`src/core/rpsr_pkg.sv`:
```
package rpsr_pkg;

    localparam int CLK_PERIOD_NS = 10;

    // Port kinds shown in the type field
    localparam logic [2:0] PORT_TYPE_CFG = 3'h0;
    localparam logic [2:0] PORT_TYPE_LINK = 3'h1;
    localparam logic [2:0] PORT_TYPE_EXT = 3'h2;

    // Generic fields
    localparam int TYPE_LSB = 29;
    localparam int CONN_LSB = 24;
    localparam int CONN_W = 5;
    localparam logic [4:0] CONN_NONE = 5'h1F;

    // Configuration port fields
    localparam int CFG_ERR_LSB = 14;
    localparam int CFG_ERR_W = 6;
    localparam int CFG_ADDR_BIT = 0;
    localparam int CFG_PROTO_BIT = 1;
    localparam int CFG_SRC_BIT = 2;
    localparam int CFG_UNUSED_BIT = 3;
    localparam int CFG_LARGE_BIT = 4;
    localparam int CFG_CODE_BIT = 5;
    localparam logic [7:0] RMAP_PROTO_ID = 8'h01;
    localparam int CFG_PORT_ADDR = 0;

    // Link port fields
    localparam int LNK_ACT_BIT = 0;
    localparam int LNK_ERR_LSB = 1;
    localparam int LNK_ERR_W = 7;
    localparam int LNK_STATE_LSB = 8;
    localparam int LNK_RUN_BIT = 11;
    localparam int LNK_AUTO_BIT = 12;
    localparam logic LNK_AUTO_RST = 1'b1;

    // Link start-up timing
    localparam int T_ERR_RESET_NS = 6400;
    localparam int T_ERR_WAIT_NS = 12800;
    localparam int T_CONNECT_NS = 12800;
    localparam int ERR_RESET_CYC = T_ERR_RESET_NS / CLK_PERIOD_NS;
    localparam int ERR_WAIT_CYC = T_ERR_WAIT_NS / CLK_PERIOD_NS;
    localparam int CONNECT_CYC = T_CONNECT_NS / CLK_PERIOD_NS;

    typedef enum logic [2:0] {
        LS_ERROR_RESET = 3'h0,
        LS_ERROR_WAIT = 3'h1,
        LS_READY = 3'h2,
        LS_STARTED = 3'h3,
        LS_CONNECTING = 3'h4,
        LS_RUN = 3'h5
    } rpsr_link_state_type;

endpackage

```
`src/core/rpsr_port_regs.sv`:
```
`timescale 1ns/100ps
`default_nettype none

// Summary of operation
// - Read-only field shows connected input port number
// - Connection field resets to 31, shows 31 unconnected
// - Type field: 000 config, 001 link, 010 external
// - Failed command sets flag and gets NACK
// - Error flags held until error-active register cleared
// - Unknown address or read-only write flags error
// - Protocol identifier other than 01h flags error
// - Invalid source logical address flags error
// - Oversized command packet flags error
// - Unassigned command code or packet type flags
// - Bit 17 and bits 23:20 unused, zero
// - Error-active bit is OR of link errors
// - Wrong destination address sets link flag
// - Output blocked for timeout sets flag
// - One flag each for five link errors
// - State field mirrors link state machine
// - Running bit set exactly in Run state
// - Writable autostart bit, resets to one
// - Autostart waits for far end, then starts
// - Port register address equals port number
module rpsr_port_regs #(
    parameter int NUM_LINKS = 8,
    parameter int ADDR_W = 8,
    parameter int TIMEOUT_CYC = 1024
) (
    input wire logic core_clk,
    input wire logic resetn,
    input wire logic cmdValid,
    input wire logic cmdWrite,
    input wire logic [ADDR_W-1:0] cmdAddr,
    input wire logic [31:0] cmdWdata,
    input wire logic [7:0] cmdProtoId,
    input wire logic cmdSrcAddrBad,
    input wire logic cmdTooLarge,
    input wire logic cmdCodeBad,
    output logic rspValid,
    output logic [31:0] rspData,
    output logic rspNack,
    input wire logic [NUM_LINKS:0] errClear,
    input wire logic [NUM_LINKS:0] connValid,
    input wire logic [5*(NUM_LINKS+1)-1:0] connSrc,
    input wire logic [NUM_LINKS-1:0] lnkAddrErr,
    input wire logic [NUM_LINKS-1:0] lnkOutBlocked,
    input wire logic [NUM_LINKS-1:0] lnkDiscErr,
    input wire logic [NUM_LINKS-1:0] lnkParErr,
    input wire logic [NUM_LINKS-1:0] lnkEscErr,
    input wire logic [NUM_LINKS-1:0] lnkCredErr,
    input wire logic [NUM_LINKS-1:0] lnkSeqErr,
    input wire logic [NUM_LINKS-1:0] lnkGotNull,
    input wire logic [NUM_LINKS-1:0] lnkGotFct,
    output logic [3*NUM_LINKS-1:0] lnkState,
    output logic [NUM_LINKS-1:0] lnkRunning,
    output logic [NUM_LINKS-1:0] lnkAutoStart
);

    localparam int TMO_W = $clog2(TIMEOUT_CYC + 1);

    ////////////////////////////////////////////////////////////////////////////
    // Address decode

    function automatic logic addrKnown(input logic [ADDR_W-1:0] a);
        addrKnown = (a <= ADDR_W'(NUM_LINKS));
    endfunction

    // Link register select, shared by write and read paths
    function automatic logic isLink(input logic [ADDR_W-1:0] idx, input int n);
        isLink = (idx == ADDR_W'(n));
    endfunction

    ////////////////////////////////////////////////////////////////////////////
    // Current connection of every port

    logic [4:0] conn_q [0:NUM_LINKS];

    always_ff @(posedge core_clk or negedge resetn) begin
        if (!resetn) begin
            for (int p = 0; p <= NUM_LINKS; p++) begin
                conn_q[p] <= rpsr_pkg::CONN_NONE;
            end
        end else begin
            for (int p = 0; p <= NUM_LINKS; p++) begin
                if (connValid[p]) begin
                    conn_q[p] <= connSrc[5*p +: 5];
                end else begin
                    conn_q[p] <= rpsr_pkg::CONN_NONE;
                end
            end
        end
    end

    ////////////////////////////////////////////////////////////////////////////
    // Configuration command checks

    logic [rpsr_pkg::CFG_ERR_W-1:0] cfgSet;
    logic [rpsr_pkg::CFG_ERR_W-1:0] cfgFlags;
    logic cmdFail;

    always_comb begin
        cfgSet = '0;
        if (cmdValid) begin
            cfgSet[rpsr_pkg::CFG_ADDR_BIT] = !addrKnown(cmdAddr)
                || (cmdWrite && cmdAddr == ADDR_W'(rpsr_pkg::CFG_PORT_ADDR));
            cfgSet[rpsr_pkg::CFG_PROTO_BIT] = (cmdProtoId != rpsr_pkg::RMAP_PROTO_ID);
            cfgSet[rpsr_pkg::CFG_SRC_BIT] = cmdSrcAddrBad;
            cfgSet[rpsr_pkg::CFG_LARGE_BIT] = cmdTooLarge;
            cfgSet[rpsr_pkg::CFG_CODE_BIT] = cmdCodeBad;
        end
        cfgSet[rpsr_pkg::CFG_UNUSED_BIT] = 1'b0;
    end

    assign cmdFail = |cfgSet;

    rpsr_sticky #(
        .W(rpsr_pkg::CFG_ERR_W)
    ) u_cfg_flags (
        .core_clk(core_clk),
        .resetn(resetn),
        .setBits(cfgSet),
        .clear(errClear[0]),
        .flags(cfgFlags)
    );

    ////////////////////////////////////////////////////////////////////////////
    // Link ports

    logic [rpsr_pkg::LNK_ERR_W-1:0] lnkFlags [0:NUM_LINKS-1];
    logic [NUM_LINKS-1:0] autoStart_q;
    logic [ADDR_W-1:0] linkIdx;

    assign linkIdx = cmdAddr - ADDR_W'(1);

    // Only the autostart bit is writable
    always_ff @(posedge core_clk or negedge resetn) begin
        if (!resetn) begin
            autoStart_q <= {NUM_LINKS{rpsr_pkg::LNK_AUTO_RST}};
        end else if (cmdValid && cmdWrite && !cmdFail) begin
            for (int i = 0; i < NUM_LINKS; i++) begin
                if (isLink(linkIdx, i)) begin
                    autoStart_q[i] <= cmdWdata[rpsr_pkg::LNK_AUTO_BIT];
                end
            end
        end
    end

    assign lnkAutoStart = autoStart_q;

    for (genvar g = 0; g < NUM_LINKS; g++) begin : g_link
        logic [TMO_W-1:0] tmo_q;
        logic tmoHit;
        logic [rpsr_pkg::LNK_ERR_W-1:0] setBits;

        // Counter saturates so a long blockage reports once
        always_ff @(posedge core_clk or negedge resetn) begin
            if (!resetn) begin
                tmo_q <= '0;
            end else if (!lnkOutBlocked[g]) begin
                tmo_q <= '0;
            end else if (tmo_q != TMO_W'(TIMEOUT_CYC)) begin
                tmo_q <= tmo_q + TMO_W'(1);
            end
        end

        assign tmoHit = lnkOutBlocked[g] && tmo_q == TMO_W'(TIMEOUT_CYC - 1);

        assign setBits = {lnkSeqErr[g], lnkCredErr[g], lnkEscErr[g], lnkParErr[g],
            lnkDiscErr[g], tmoHit, lnkAddrErr[g]};

        rpsr_sticky #(
            .W(rpsr_pkg::LNK_ERR_W)
        ) u_lnk_flags (
            .core_clk(core_clk),
            .resetn(resetn),
            .setBits(setBits),
            .clear(errClear[g+1]),
            .flags(lnkFlags[g])
        );

        rpsr_link_fsm u_fsm (
            .core_clk(core_clk),
            .resetn(resetn),
            .autoStart(autoStart_q[g]),
            .linkErr(lnkDiscErr[g] | lnkParErr[g] | lnkEscErr[g]
                | lnkCredErr[g] | lnkSeqErr[g]),
            .gotNull(lnkGotNull[g]),
            .gotFct(lnkGotFct[g]),
            .state(lnkState[3*g +: 3]),
            .running(lnkRunning[g])
        );
    end

    ////////////////////////////////////////////////////////////////////////////
    // Read word assembly

    logic [31:0] rdWord;

    always_comb begin
        rdWord = '0;
        if (cmdAddr == ADDR_W'(rpsr_pkg::CFG_PORT_ADDR)) begin
            rdWord[rpsr_pkg::TYPE_LSB +: 3] = rpsr_pkg::PORT_TYPE_CFG;
            rdWord[rpsr_pkg::CONN_LSB +: rpsr_pkg::CONN_W] = conn_q[0];
            rdWord[rpsr_pkg::CFG_ERR_LSB +: rpsr_pkg::CFG_ERR_W] = cfgFlags;
        end else begin
            for (int i = 0; i < NUM_LINKS; i++) begin
                if (isLink(linkIdx, i)) begin
                    rdWord[rpsr_pkg::TYPE_LSB +: 3] = rpsr_pkg::PORT_TYPE_LINK;
                    rdWord[rpsr_pkg::CONN_LSB +: rpsr_pkg::CONN_W] = conn_q[i+1];
                    rdWord[rpsr_pkg::LNK_ACT_BIT] = |lnkFlags[i];
                    rdWord[rpsr_pkg::LNK_ERR_LSB +: rpsr_pkg::LNK_ERR_W] = lnkFlags[i];
                    rdWord[rpsr_pkg::LNK_STATE_LSB +: 3] = lnkState[3*i +: 3];
                    rdWord[rpsr_pkg::LNK_RUN_BIT] = lnkRunning[i];
                    rdWord[rpsr_pkg::LNK_AUTO_BIT] = autoStart_q[i];
                end
            end
        end
    end

    ////////////////////////////////////////////////////////////////////////////
    // Reply

    always_ff @(posedge core_clk or negedge resetn) begin
        if (!resetn) begin
            rspValid <= 1'b0;
            rspNack <= 1'b0;
            rspData <= '0;
        end else begin
            rspValid <= cmdValid;
            rspNack <= cmdValid && cmdFail;
            if (cmdValid) begin
                rspData <= cmdFail ? 32'h00000000 : rdWord;
            end
        end
    end

endmodule // rpsr_port_regs

`default_nettype wire

```
`src/core/rpsr_sticky.sv`:
```
`timescale 1ns/100ps
`default_nettype none

module rpsr_sticky #(
    parameter int W = 8
) (
    input wire logic core_clk,
    input wire logic resetn,
    input wire logic [W-1:0] setBits,
    input wire logic clear,
    output logic [W-1:0] flags
);

    logic [W-1:0] flags_q;

    // A set in the clear cycle survives
    always_ff @(posedge core_clk or negedge resetn) begin
        if (!resetn) begin
            flags_q <= '0;
        end else begin
            flags_q <= (flags_q & ~{W{clear}}) | setBits;
        end
    end

    assign flags = flags_q;

endmodule // rpsr_sticky

`default_nettype wire

```
`src/core/rpsr_link_fsm.sv`:
```
`timescale 1ns/100ps
`default_nettype none

module rpsr_link_fsm (
    input wire logic core_clk,
    input wire logic resetn,
    input wire logic autoStart,
    input wire logic linkErr,
    input wire logic gotNull,
    input wire logic gotFct,
    output logic [2:0] state,
    output logic running
);

    localparam int CNT_W = 12;

    rpsr_pkg::rpsr_link_state_type state_q;
    logic [CNT_W-1:0] cnt_q;

    always_ff @(posedge core_clk or negedge resetn) begin
        if (!resetn) begin
            state_q <= rpsr_pkg::LS_ERROR_RESET;
            cnt_q <= '0;
        end else begin
            cnt_q <= cnt_q + 12'h001;
            case (state_q)
                rpsr_pkg::LS_ERROR_RESET: begin
                    if (cnt_q == CNT_W'(rpsr_pkg::ERR_RESET_CYC - 1)) begin
                        state_q <= rpsr_pkg::LS_ERROR_WAIT;
                        cnt_q <= '0;
                    end
                end
                rpsr_pkg::LS_ERROR_WAIT: begin
                    if (linkErr) begin
                        state_q <= rpsr_pkg::LS_ERROR_RESET;
                        cnt_q <= '0;
                    end else if (cnt_q == CNT_W'(rpsr_pkg::ERR_WAIT_CYC - 1)) begin
                        state_q <= rpsr_pkg::LS_READY;
                        cnt_q <= '0;
                    end
                end
                rpsr_pkg::LS_READY: begin
                    cnt_q <= '0;
                    if (linkErr) begin
                        state_q <= rpsr_pkg::LS_ERROR_RESET;
                    end else if (autoStart && gotNull) begin
                        state_q <= rpsr_pkg::LS_STARTED;
                    end
                end
                rpsr_pkg::LS_STARTED, rpsr_pkg::LS_CONNECTING: begin
                    if (linkErr || cnt_q == CNT_W'(rpsr_pkg::CONNECT_CYC - 1)) begin
                        state_q <= rpsr_pkg::LS_ERROR_RESET;
                        cnt_q <= '0;
                    end else if (state_q == rpsr_pkg::LS_STARTED && gotNull) begin
                        state_q <= rpsr_pkg::LS_CONNECTING;
                    end else if (state_q == rpsr_pkg::LS_CONNECTING && gotFct) begin
                        state_q <= rpsr_pkg::LS_RUN;
                    end
                end
                rpsr_pkg::LS_RUN: begin
                    cnt_q <= '0;
                    if (linkErr) begin
                        state_q <= rpsr_pkg::LS_ERROR_RESET;
                    end
                end
                default: begin
                    state_q <= rpsr_pkg::LS_ERROR_RESET;
                    cnt_q <= '0;
                end
            endcase
        end
    end

    assign state = state_q;
    assign running = (state_q == rpsr_pkg::LS_RUN);

endmodule // rpsr_link_fsm

`default_nettype wire

```
`config.mk`:
```
export PLATFORM = sky130hd
export DESIGN_NAME = rpsr_port_regs
export DESIGN_NICKNAME = d
export VERILOG_FILES = /design/src/core/rpsr_pkg.sv /design/src/core/rpsr_port_regs.sv /design/src/core/rpsr_sticky.sv /design/src/core/rpsr_link_fsm.sv
export SDC_FILE = /design/constraint.sdc
export NUM_CORES = 1
export LEC_CHECK = 0
export BUFFER_PORTS_ARGS = -buffer_cell sky130_fd_sc_hd__buf_2
export CAP_MARGIN = 20
export CORE_AREA = 2 2 184 186
export DETAILED_ROUTE_END_ITERATION = 10
export DIE_AREA = 0 0 186 188
export HOLD_SLACK_MARGIN = 0.12
export PLACE_DENSITY = 0.83
export SLEW_MARGIN = 30
export SYNTH_ARGS = -nofsm -noshare
export SYNTH_HDL_FRONTEND = slang
export SYNTH_HIERARCHICAL = 1
export SYNTH_SLANG_ARGS = --single-unit
```
`constraint.sdc`:
```
create_clock -name core_clk -period 2.1 [get_ports core_clk]
set_input_delay 0.105 -clock core_clk [delete_from_list [all_inputs] [get_ports core_clk]]
set_output_delay 0.105 -clock core_clk [all_outputs]
set_load 0.01 [all_outputs]
```
==> flow_metrics.env, run 1 <==
export IMPL_pwr_share_comb_pct=21.8
export IMPL_tns_ps=0
export IMPL_grt_pass1_wl_mm=91.1
export IMPL_cp_max_fo=3
export IMPL_min_path_type="in -> async"
export IMPL_clock_latency_ps=530
export IMPL_drcViolationCount=0
export IMPL_io_pins=264
export IMPL_swShare_pct=29.3
export IMPL_netlist_area_mm2=0.0189
export IMPL_core_mm2=0.0331
export IMPL_layout_common_cells="dfrtp_1 (297), buf_2 (224), dlygate4sd3_1 (203)"
export IMPL_synth_cells=1874
export IMPL_initial_core_util_pct=57.0
export IMPL_cts_tree="done"
export IMPL_outcome="completed"
export IMPL_skew_ps=14.2
export IMPL_cp_end_kind="flip-flop"
export IMPL_cp_start_kind="flip-flop"
export IMPL_vias_per_cell=6.04
export IMPL_cp_arrival_ps=2530
export IMPL_fin_area_mm2=0.0241
export IMPL_slew_viol_final=0
export IMPL_grt_ovfl_total=0
export IMPL_die_area_mm2=0.0350
export IMPL_clkSinkCount=350
export IMPL_drive_above_1_share_pct=22.6
export IMPL_ys_types=81
export IMPL_die_y_um=188
export IMPL_wire_per_inst_um=20.2
export IMPL_hold_viol=0
export IMPL_antenna_found_initial=3
export IMPL_required_ps=2560
export IMPL_ir_drop_uv=620
export IMPL_final_period_utilization_pct=98.4
export IMPL_synth_top_area_share_pct=39.3
export IMPL_track_usage_pct=32.9
export IMPL_place_congestion=0.942
export IMPL_yosysWarnings=6
export IMPL_maxCapViolations=0
export IMPL_crit_type="reg -> reg"
export IMPL_switchingPower_mw=5.57
export IMPL_path_clk_slew_ps=60
export IMPL_avgSynthCellArea_um2=10.1
export IMPL_max_slew_margin_rel_pct=58.7
export IMPL_die_x_um=186
export IMPL_fill_cells=2074
export IMPL_syn_to_final_growth_pct=27.5
export IMPL_firstDrtPassIters=7
export IMPL_async_flop_share_pct=100
export IMPL_internal_power_mw=13.4
export IMPL_yosys_top_cells_area="dfrtp_1 (39%), dfstp_2 (7.4%), xnor2_1 (3.8%)"
export IMPL_yosysSeqAreaShare_pct=46.7
export IMPL_cts_buffer_depth=3
export IMPL_h_tree_depth=2
export IMPL_tightest_slew_ps=619
export IMPL_p_clk_share_pct=37.1
export IMPL_vias=17000
export IMPL_layout_commonest_cell="dfrtp_1"
export IMPL_finalSetupViolCount=0
export IMPL_drt_iter0_drc=1476
export IMPL_fmax_mhz=484
export IMPL_final_nets=2547
export IMPL_period_needed_ps=2070
export IMPL_yosys_most_used_dff="dfrtp_1"
export IMPL_dpl_cell_area_mm2=0.0207
export IMPL_grt_pass1_vias=17400
export IMPL_grt_start_max_net_pins=68
export IMPL_fp_row_count=67
export IMPL_p_leak_nw=10.7
export IMPL_cts_buffers=38
export IMPL_dp_hpwl_mm=36.3
export IMPL_powerDensity_mw_per_mm2=787
export IMPL_synth_edf_count=0
export IMPL_synth_top_area_cell="dfrtp_1"
export IMPL_cts_root_buf="clkbuf_16"
export IMPL_wl_mm=56.8
export IMPL_ys_ff_latch=350
export IMPL_p_seq_share_pct=41.1
export IMPL_portBuffers=225
export IMPL_post_cts_buffers=0
export IMPL_ant_nets=0
worst max-delay path, cell delays in order, from the launching register on:
cell,delay (ps)
dfrtp_1,370
ha_1,170
nand3_1,130
nor2_2,160
nand4_1,200
nor3b_2,300
a21o_1,120
dlygate4sd3_1,540
power groups by stage:
stage	sequential (mW)	combinational (mW)	clock, mW
after floorplan	7.81	2.56	0
after global placement	7.84	3.48	0
after detailed placement	7.88	3.64	0
after CTS	7.78	4.01	7.08
after global routing	7.86	4.52	7.43
final	7.80	4.13	7.04
cell usage after synthesis (28+ instances only):
cell	count
dfrtp_1	297
nor2_1	180
nand2_1	124
xnor2_1	81
nand3_1	80
and2_1	74
a21o_1	70
xor2_1	63
o21ai_0	59
dfstp_2	53
nand2b_1	49
a21oi_1	44
nor3_1	41
buf_4	39
and3_1	38
inv_1	38
nor2b_1	28
path summary, 6_finish.rpt:
path                                                     from                                        to  slack (ps)  depth (start not counted)
max                            g_link[4].tmo_q[0]$_DFFE_PN0P_  g_link[4].u_lnk_flags/flags[1]$_DFF_PN0_          30                          7
min                                                    resetn       g_link[2].u_fsm/cnt_q[10]$_DFF_PN0_         130                          2
max reg2reg                    g_link[4].tmo_q[0]$_DFFE_PN0P_  g_link[4].u_lnk_flags/flags[1]$_DFF_PN0_          30                          7
min reg2reg                g_link[2].u_fsm/cnt_q[0]$_DFF_PN0_        g_link[2].u_fsm/cnt_q[0]$_DFF_PN0_         460                          1
max in group asynchronous                              resetn                      conn_q[39]$_DFF_PN1_        1180                          3
min in group core_clk                           cmdProtoId[1]            u_cfg_flags/flags[1]$_DFF_PN0_         140                          4
layer usage:
| metal | up-vias | share of wire, % | global-route usage, % | wire length (um) |
|---|---|---|---|---|
| li1 | 7554 | - | - | - |
| met1 | 8277 | 37 | 39.2 | 21100 |
| met2 | 861 | 48 | 53.8 | 27100 |
| met3 | 291 | 8.2 | 8.02 | 4670 |
| met4 | 2 | 6.8 | 19.9 | 3870 |
| met5 | - | 0.023 | 0 | 13 |
final cells by class:
| cell class | instances | area, um^2 | area share [%] |
|---|---|---|---|
| Timing Repair Buffer | 503 | 3830 | 15.9 |
| Sequential cell | 350 | 8820 | 36.6 |
| Clock inverter | 13 | 145 | 0.602 |
| Multi-Input combinational cell | 1386 | 9340 | 38.8 |
| Tap cell | 448 | 561 | 2.33 |
| Antenna cell | 2 | 5.00 | 0.0208 |
| Inverter | 54 | 203 | 0.841 |
| Clock buffer | 57 | 1190 | 4.92 |
repair_timing:
| action | in CTS | in global routing |
|---|---|---|
| resized for setup | 0 | 6 |
| endpoints found under the setup margin | 0 | 8 |
| hold buffers | 203 | 0 |
| endpoints found under the hold margin | 551 | 0 |
per-stage QoR:
step / hold WS (ps) / std cells / utilization [%] / setup slack [ps] / power (mW)
after floorplan: -191 / 1881 / - / 267 / 10.4
after global placement: 107 / 2538 / 62.5 / -47.1 / 11.3
after detailed placement: 106 / 2538 / 62.5 / -72.3 / 11.5
after CTS: 143 / 2811 / 72.7 / 24.5 / 18.9
after global routing: 173 / 2812 / 72.8 / -53.3 / 19.8
final: 130 / 2813 / 72.8 / 32.8 / 19.0
sequential cells by signal (all words and copies together) (netlist names):
register                  flops
u_cfg_flags/flags             6
lnkAutoStart                  8
g_link.u_fsm/state           24
rspValid                      1
g_link.u_fsm/cnt_q           96
conn_q                       45
rspData                      25
g_link.u_lnk_flags/flags     56
rspNack                       1
g_link.tmo_q                 88
cells by family after synthesis:
group                      count (synthesis)  share of synthesized area (%)
and+or+nand+nor                          794                           23.5
AOI/OAI and AO/OA                        386                           15.5
DFF                                      350                           46.7
buffers and inverters                    145                           4.11
xor gates and xnor gates                 144                           6.68
muxes                                     30                           1.91
adders and majority gates                 24                           1.59
other                                      1                         0.0199
No activity file was read; power rests on OpenSTA's default activity.
==> inputs of run 2 (changes only) <==
--- a/config.mk
+++ b/config.mk
@@ -5,13 +5,14 @@
 export SDC_FILE = /design/constraint.sdc
 export NUM_CORES = 1
 export LEC_CHECK = 0
+export ABC_AREA = 1
 export BUFFER_PORTS_ARGS = -buffer_cell sky130_fd_sc_hd__buf_2
 export CAP_MARGIN = 20
-export CORE_AREA = 2 2 184 186
+export CORE_AREA = 2 2 185 187
 export DETAILED_ROUTE_END_ITERATION = 10
-export DIE_AREA = 0 0 186 188
+export DIE_AREA = 0 0 187 189
 export HOLD_SLACK_MARGIN = 0.12
-export PLACE_DENSITY = 0.83
+export PLACE_DENSITY = 0.84
 export SLEW_MARGIN = 30
 export SYNTH_ARGS = -nofsm -noshare
 export SYNTH_HDL_FRONTEND = slang
==> run 2 against run 1 <==
Against the previous run: worst hold slack lost 20 ps; wire length up 2.0%; first-iteration DRC count rose by 11%; largest cell class unchanged.
==> flow_metrics.env, run 2 <==
export IMPL_outcome="completed"
export IMPL_fmax_mhz=490
export IMPL_io_pins=264
export IMPL_yosysSeqAreaShare_pct=45.4
export IMPL_max_slew_margin_rel_pct=56.1
export IMPL_fp_row_count=67
export IMPL_tightest_slew_ps=653
export IMPL_cp_max_fo=5
export IMPL_clock_latency_ps=520
export IMPL_yosysWarnings=6
export IMPL_critPathMostFrequentCell="nand2_2"
export IMPL_track_usage_pct=32.1
export IMPL_crit_type="reg -> reg"
export IMPL_finalSetupViolCount=0
export IMPL_yosys_top_cells_area="dfrtp_1 (38%), nand2_1 (14%), inv_1 (7.9%)"
export IMPL_drt_iter0_drc=1634
export IMPL_portBuffers=225
export IMPL_synth_cells=2616
export IMPL_firstDrtPassIters=8
export IMPL_min_path_type="in -> reg"
export IMPL_cp_arrival_ps=2500
export IMPL_vias_per_cell=5.39
export IMPL_period_needed_ps=2040
export IMPL_grt_pass1_wl_mm=92.6
export IMPL_path_clk_slew_ps=60
export IMPL_utilization_pct=75.1
export IMPL_synth_top_area_share_pct=38.2
export IMPL_reg2reg_slack_ps=60
export IMPL_cp_start_kind="flip-flop"
export IMPL_netlist_area_mm2=0.0194
export IMPL_r2r_end="g_link[1].u_fsm/state[2]$_DFFE_PN0P_"
export IMPL_p_leak_nw=12.7
export IMPL_maxCapViolations=0
export IMPL_max_stage_delay_ps=570
export IMPL_ys_ff_latch=350
export IMPL_layout_commonest_cell="nand2_1"
export IMPL_ys_top_cells_by_count="nand2_1 (751), inv_1 (410), nor2_1 (308)"
export IMPL_hp_start="lnkGotFct[0]"
export IMPL_hold_viol=0
export IMPL_final_nets=3333
export IMPL_pwr_share_comb_pct=8.1
export IMPL_cts_buffer_depth=3
export IMPL_layout_common_cells="nand2_1 (740), inv_1 (410), nor2_1 (304)"
export IMPL_dp_hpwl_mm=36.7
export IMPL_wl_mm=57.9
export IMPL_core_mm2=0.0333
export IMPL_holdPathEnd="g_link[0].u_fsm/state[1]$_DFFE_PN0P_"
export IMPL_initial_core_util_pct=58.4
export IMPL_yosysMostFrequentCell="nand2_1"
export IMPL_place_congestion=0.943
export IMPL_ys_types=49
export IMPL_slew_viol_final=0
export IMPL_critPathSlowestCell="dlygate4sd3_1"
export IMPL_swShare_pct=23.7
export IMPL_switchingPower_mw=3.67
export IMPL_skew_ps=9.99
export IMPL_crit_buf_inv=1
export IMPL_p_seq_share_pct=45.7
export IMPL_die_y_um=189
export IMPL_synth_top_area_cell="dfrtp_1"
export IMPL_cts_root_buf="clkbuf_16"
export IMPL_syn_to_final_growth_pct=28.6
export IMPL_grt_pass1_vias=19500
export IMPL_dpl_cell_count=3288
export IMPL_grt_start_max_net_pins=66
export IMPL_critPathTopFamily="simple AND/OR/NAND/NOR gates"
export IMPL_avgSynthCellArea_um2=7.43
export IMPL_antenna_found_initial=5
export IMPL_wire_per_inst_um=16.1
export IMPL_drive_above_1_share_pct=19.5
export IMPL_ir_drop_uv=477
export IMPL_powerDensity_mw_per_mm2=619
export IMPL_cts_buffers=39
export IMPL_whs_path_depth=7
export IMPL_required_ps=2560
export IMPL_internal_power_mw=11.8
export IMPL_largest_register_ffs=96
export IMPL_yosys_most_used_dff="dfrtp_1"
export IMPL_final_cells=3603
export IMPL_grt_ovfl_total=0
export IMPL_p_clk_share_pct=46.2
export IMPL_path_cells="ha_4, nand2_2, nor2_4, nand3_4, nand2_2, nand2_2, nor2_4, nand3_1, dlygate4sd3_1, nand2_1"
export IMPL_drcViolationCount=0
export IMPL_die_area_mm2=0.0353
export IMPL_cts_tree="done"
export IMPL_die_x_um=187
export IMPL_vias=19400
export IMPL_final_period_utilization_pct=97.3
export IMPL_cp_end_kind="flip-flop"
export IMPL_ant_nets=0
export IMPL_rr_worst_depth=10
export IMPL_largest_register="g_link.u_fsm/cnt_q"
export IMPL_clkSinkCount=350
export IMPL_h_tree_depth=2
export IMPL_whs_ps=109
export IMPL_synth_edf_count=0
export IMPL_async_flop_share_pct=100
export IMPL_reg2reg_from="g_link[1].u_fsm/cnt_q[1]$_DFF_PN0_"
[run 2: worst max-delay path by stage]
stage / startpoint / cells after the start / slack [ps] / end
2_1_floorplan: g_link[6].tmo_q[0]$_DFFE_PN0P_ / 12 / 350 / g_link[6].u_lnk_flags/flags[1]$_DFF_PN0_
4_1_cts: g_link[5].u_fsm/state[2]$_DFFE_PN0P_ / 8 / 50 / g_link[5].u_fsm/state[2]$_DFFE_PN0P_
3_3_place_gp: cmdAddr[0] / 15 / 170 / rspData[10]$_DFFE_PN0P_
5_1_grt: g_link[1].u_fsm/cnt_q[1]$_DFF_PN0_ / 10 / -30 / g_link[1].u_fsm/state[2]$_DFFE_PN0P_
3_5_place_dp: g_link[6].tmo_q[0]$_DFFE_PN0P_ / 12 / 120 / g_link[6].u_lnk_flags/flags[1]$_DFF_PN0_
6_report: g_link[1].u_fsm/cnt_q[1]$_DFF_PN0_ / 10 / 60 / g_link[1].u_fsm/state[2]$_DFFE_PN0P_
[run 2: final cells by class]
class	count	area, um^2
inverter	457	1720
tap	448	561
sequential	350	8830
clock buffer	52	1130
antenna	6	15.0
fill	2236	8270
timing repair buffer	490	3710
clock inverter	19	214
multi-input combinational	1781	8840
[run 2: cells by family (layout without fill, tap and decap cells)]
logic type                 count (synthesis)  in the layout  share of synthesized area (%)
DFF                                      350            350                           45.4
buffers and inverters                    492           1018                           10.2
xor gates and xnor gates                  42             42                           1.89
AOI/OAI and AO/OA                        223            223                           6.23
adders and majority gates                 24             24                           1.54
and+or+nand+nor                         1484           1484                           34.8
other                                      1             14                         0.0193
[run 2: worst register-to-register path, cell delays in order, from the launching register on]
cell and delay [ps]:
dfrtp_1 390, ha_4 150, nand2_2 70, nor2_4 200
nand3_4 130, nand2_2 80, nand2_2 70, nor2_4 150
nand3_1 90, dlygate4sd3_1 570, nand2_1 80
[run 2: power groups by stage]
stage | logic (mW) | registers, mW | clock network, mW
after floorplan | 0.395 | 7.13 | 0
after global placement | 0.821 | 7.16 | 0
after detailed placement | 0.853 | 7.17 | 0
after CTS | 1.19 | 7.05 | 7.18
after global routing | 1.37 | 7.07 | 7.53
final | 1.25 | 7.06 | 7.15
[run 2: per-layer routing]
layer	vias to the layer above	track usage (%)	share of wire, %	routed length, um
li1	9117	-	-	-
met1	9102	38.3	38	21900
met2	932	56.0	49	28400
met3	273	5.28	7.5	4340
met4	0	17.4	5.7	3330
met5	-	0	0	0
[run 2: timing repair]
action | 4_1_cts | 5_1_grt
buffers inserted | 0 | 24
hold buffers | 217 | 0
resized for setup | 0 | 41
setup endpoints to repair | 0 | 10
hold endpoints to repair | 526 | 0
[run 2: per-stage QoR]
step,power (mW),setup TNS (ps),cell area (um^2),worst slack [ps]
after detailed placement,8.02,0,21200,121
final,15.5,0,25000,57.4
after floorplan,7.53,0,19500,351
after CTS,15.4,0,24700,52.1
after global routing,16.0,-80.5,25000,-32.6
after global placement,7.98,0,21200,171
==> inputs of run 3 (changes only) <==
--- a/config.mk
+++ b/config.mk
@@ -8,12 +8,11 @@
 export ABC_AREA = 1
 export BUFFER_PORTS_ARGS = -buffer_cell sky130_fd_sc_hd__buf_2
 export CAP_MARGIN = 20
-export CORE_AREA = 2 2 185 187
+export CORE_AREA = 2 2 201 203
 export DETAILED_ROUTE_END_ITERATION = 10
-export DIE_AREA = 0 0 187 189
+export DIE_AREA = 0 0 203 205
 export HOLD_SLACK_MARGIN = 0.12
-export PLACE_DENSITY = 0.84
-export SLEW_MARGIN = 30
+export PLACE_DENSITY = 0.73
 export SYNTH_ARGS = -nofsm -noshare
 export SYNTH_HDL_FRONTEND = slang
 export SYNTH_HIERARCHICAL = 1
==> run 3 against run 2 <==
Against the previous run: worst hold slack better by 78 ps; sequential cell count stayed put; wire length is 7.5% lower; core utilization fell by 11 points; non-clock buffer count increased by 15; cell count increased by 2.3%; clock skew shrank 1.1 ps; combinational power about the same; count of clock-buffer cells in the layout up 3; die area up 18%; register-to-register slack hardly changed; sequential share of layout area fell by 0.17 points; critical path type unchanged; largest power group is now registers.
==> flow_metrics.env, run 3 (synthesis results as in run 2) <==
export IMPL_outcome="completed"
export IMPL_cp_start_kind="flip-flop"
export IMPL_p_leak_nw=12.8
export IMPL_rsz0062_at_grt="yes"
export IMPL_min_path_type="in -> async"
export IMPL_ir_drop_uv=630
export IMPL_grt_util_met2_pct=44.8
export IMPL_grt_start_max_net_pins=74
export IMPL_cts_buffer_depth=3
export IMPL_cp_end_kind="flip-flop"
export IMPL_drive_above_1_share_pct=19.4
export IMPL_finalSetupViolCount=0
export IMPL_io_pins=264
export IMPL_cp_max_fo=5
export IMPL_dpl_cell_count=3365
export IMPL_cts_buffers=38
export IMPL_critPathMostFrequentCell="nand2_1"
export IMPL_grt_ovfl_total=0
export IMPL_reg2reg_from="g_link[6].u_fsm/cnt_q[0]$_DFF_PN0_"
export IMPL_syn_to_final_growth_pct=29.2
export IMPL_firstDrtPassIters=5
export IMPL_ant_nets=0
export IMPL_use_met1_pct=31.5
export IMPL_maxCapViolations=0
export IMPL_h_tree_depth=2
export IMPL_slew_viol_final=0
export IMPL_wl_mm=53.6
export IMPL_final_nets=3347
export IMPL_vias_per_cell=5.07
export IMPL_powerDensity_mw_per_mm2=599
export IMPL_fmax_mhz=489
export IMPL_initial_core_util_pct=49.4
export IMPL_path_cells="ha_1, nand2_1, nor2_4, nand3_2, nand2_1, nor2_1, nand2_2, nand3_1, dlygate4sd3_1, nand2_1"
export IMPL_largest_register_ffs=96
export IMPL_skew_ps=8.90
export IMPL_grt_met3_usage_pct=3.88
export IMPL_startpoint="g_link[6].u_fsm/cnt_q[0]$_DFF_PN0_"
export IMPL_critPathSlowestCell="dlygate4sd3_1"
export IMPL_crit_type="reg -> reg"
export IMPL_drt_iter0_drc=1208
export IMPL_reg2reg_slack_ps=50
export IMPL_antenna_found_initial=1
export IMPL_crit_buf_inv=1
export IMPL_n_antenna_cell=0
export IMPL_max_slew_margin_rel_pct=58.1
export IMPL_fp_row_count=73
export IMPL_die_area_mm2=0.0416
export IMPL_vias=18700
export IMPL_portBuffers=225
export IMPL_cp_arrival_ps=2470
export IMPL_cts_root_buf="clkbuf_16"
export IMPL_die_x_um=203
export IMPL_dp_hpwl_mm=37.5
export IMPL_hold_viol=0
export IMPL_tightest_slew_ps=623
export IMPL_required_ps=2530
export IMPL_wire_per_inst_um=14.5
export IMPL_core_mm2=0.0394
export IMPL_cts_tree="done"
export IMPL_clock_latency_ps=540
export IMPL_die_y_um=205
export IMPL_final_period_utilization_pct=97.5
export IMPL_layout_commonest_cell="nand2_1"
export IMPL_fill_cells=3229
export IMPL_grt_pass1_vias=18400
export IMPL_place_congestion=0.932
export IMPL_clkSinkCount=350
export IMPL_critPathTopFamily="simple AND/OR/NAND/NOR gates"
export IMPL_largest_register="g_link.u_fsm/cnt_q"
export IMPL_final_cells=3687
export IMPL_max_stage_delay_ps=550
export IMPL_track_usage_pct=25.9
export IMPL_period_needed_ps=2050
export IMPL_design_power_total_mw=15.0
export IMPL_rr_worst_depth=10
export IMPL_r2r_end="g_link[6].u_fsm/state[2]$_DFFE_PN0P_"
export IMPL_pre_cts_slack_ps=118
export IMPL_layout_common_cells="nand2_1 (743), inv_1 (410), nor2_1 (305)"
export IMPL_grt_pass1_wl_mm=87.3
export IMPL_setup_ws_ps=53.4
export IMPL_drcViolationCount=0
export IMPL_path_clk_slew_ps=60
export IMPL_top_usage_layer="met2"
## run 3: changes by cell type in the layout (fill, tap and decap cells not counted), sizes merged
cell | previous run | this run
clkinv | 12 | 10
buf | 276 | 285
dlygate4sd3 | 214 | 220
bufinv | 4 | 1
clkbuf | 52 | 55
diode | 6 | 0
## run 3: how the worst max path moves through the flow
stage                                                     endpoint  slack [ps]  depth (start not counted)
after floorplan           g_link[6].u_lnk_flags/flags[1]$_DFF_PN0_         350                         12
after global placement                     rspData[25]$_DFFE_PN0P_         180                         14
after detailed placement                    rspData[1]$_DFFE_PN0P_         120                         13
after CTS                     g_link[4].u_fsm/state[2]$_DFFE_PN0P_          30                          8
after global routing          g_link[4].u_fsm/state[2]$_DFFE_PN0P_         -80                         10
final                         g_link[6].u_fsm/state[2]$_DFFE_PN0P_          50                         10
## run 3: power by group
| part | internal [mW] | switching [mW] |
|---|---|---|
| clock network | 3.98 | 2.78 |
| logic | 0.582 | 0.648 |
| registers | 6.94 | 0.110 |
## run 3: routing by layer
metal / routed length (um) / vias to the layer above
li1: - / 9152
met1: 21700 / 8769
met3: 3110 / 162
met2: 26200 / 593
met4: 2620 / 2
met5: 13 / -
## run 3: timing repair
| action | in CTS | in global routing |
|---|---|---|
| hold endpoints to repair | 532 | 0 |
| resized for setup | 0 | 33 |
| hold buffers | 221 | 0 |
| buffers inserted | 0 | 32 |
| setup endpoints to repair | 0 | 20 |
## run 3: through the flow
step,hold WS (ps),util (%),cell area [um^2],TNS (ps)
2_1_floorplan,-191,-,19500,0
3_3_place_gp,24.6,54.0,21300,0
3_5_place_dp,26.9,54.0,21300,0
4_1_cts,139,62.9,24800,0
5_1_grt,222,63.8,25100,-173
6_report,187,63.8,25100,0
## run 3: worst min-delay path, stage by stage
cell and delay [ps]:
dlygate4sd3_1 560, buf_8 190, buf_12 240
## run 3: layout make-up
cell class | count | area (um^2) | area share [%]
clock buffers | 55 | 1160 | 4.61
clock inverters | 14 | 114 | 0.453
inverters | 457 | 1720 | 6.83
multi-input cells | 1781 | 8790 | 35.0
flip-flops and latches | 350 | 8830 | 35.1
well taps | 525 | 657 | 2.61
repair buffers | 505 | 3860 | 15.4
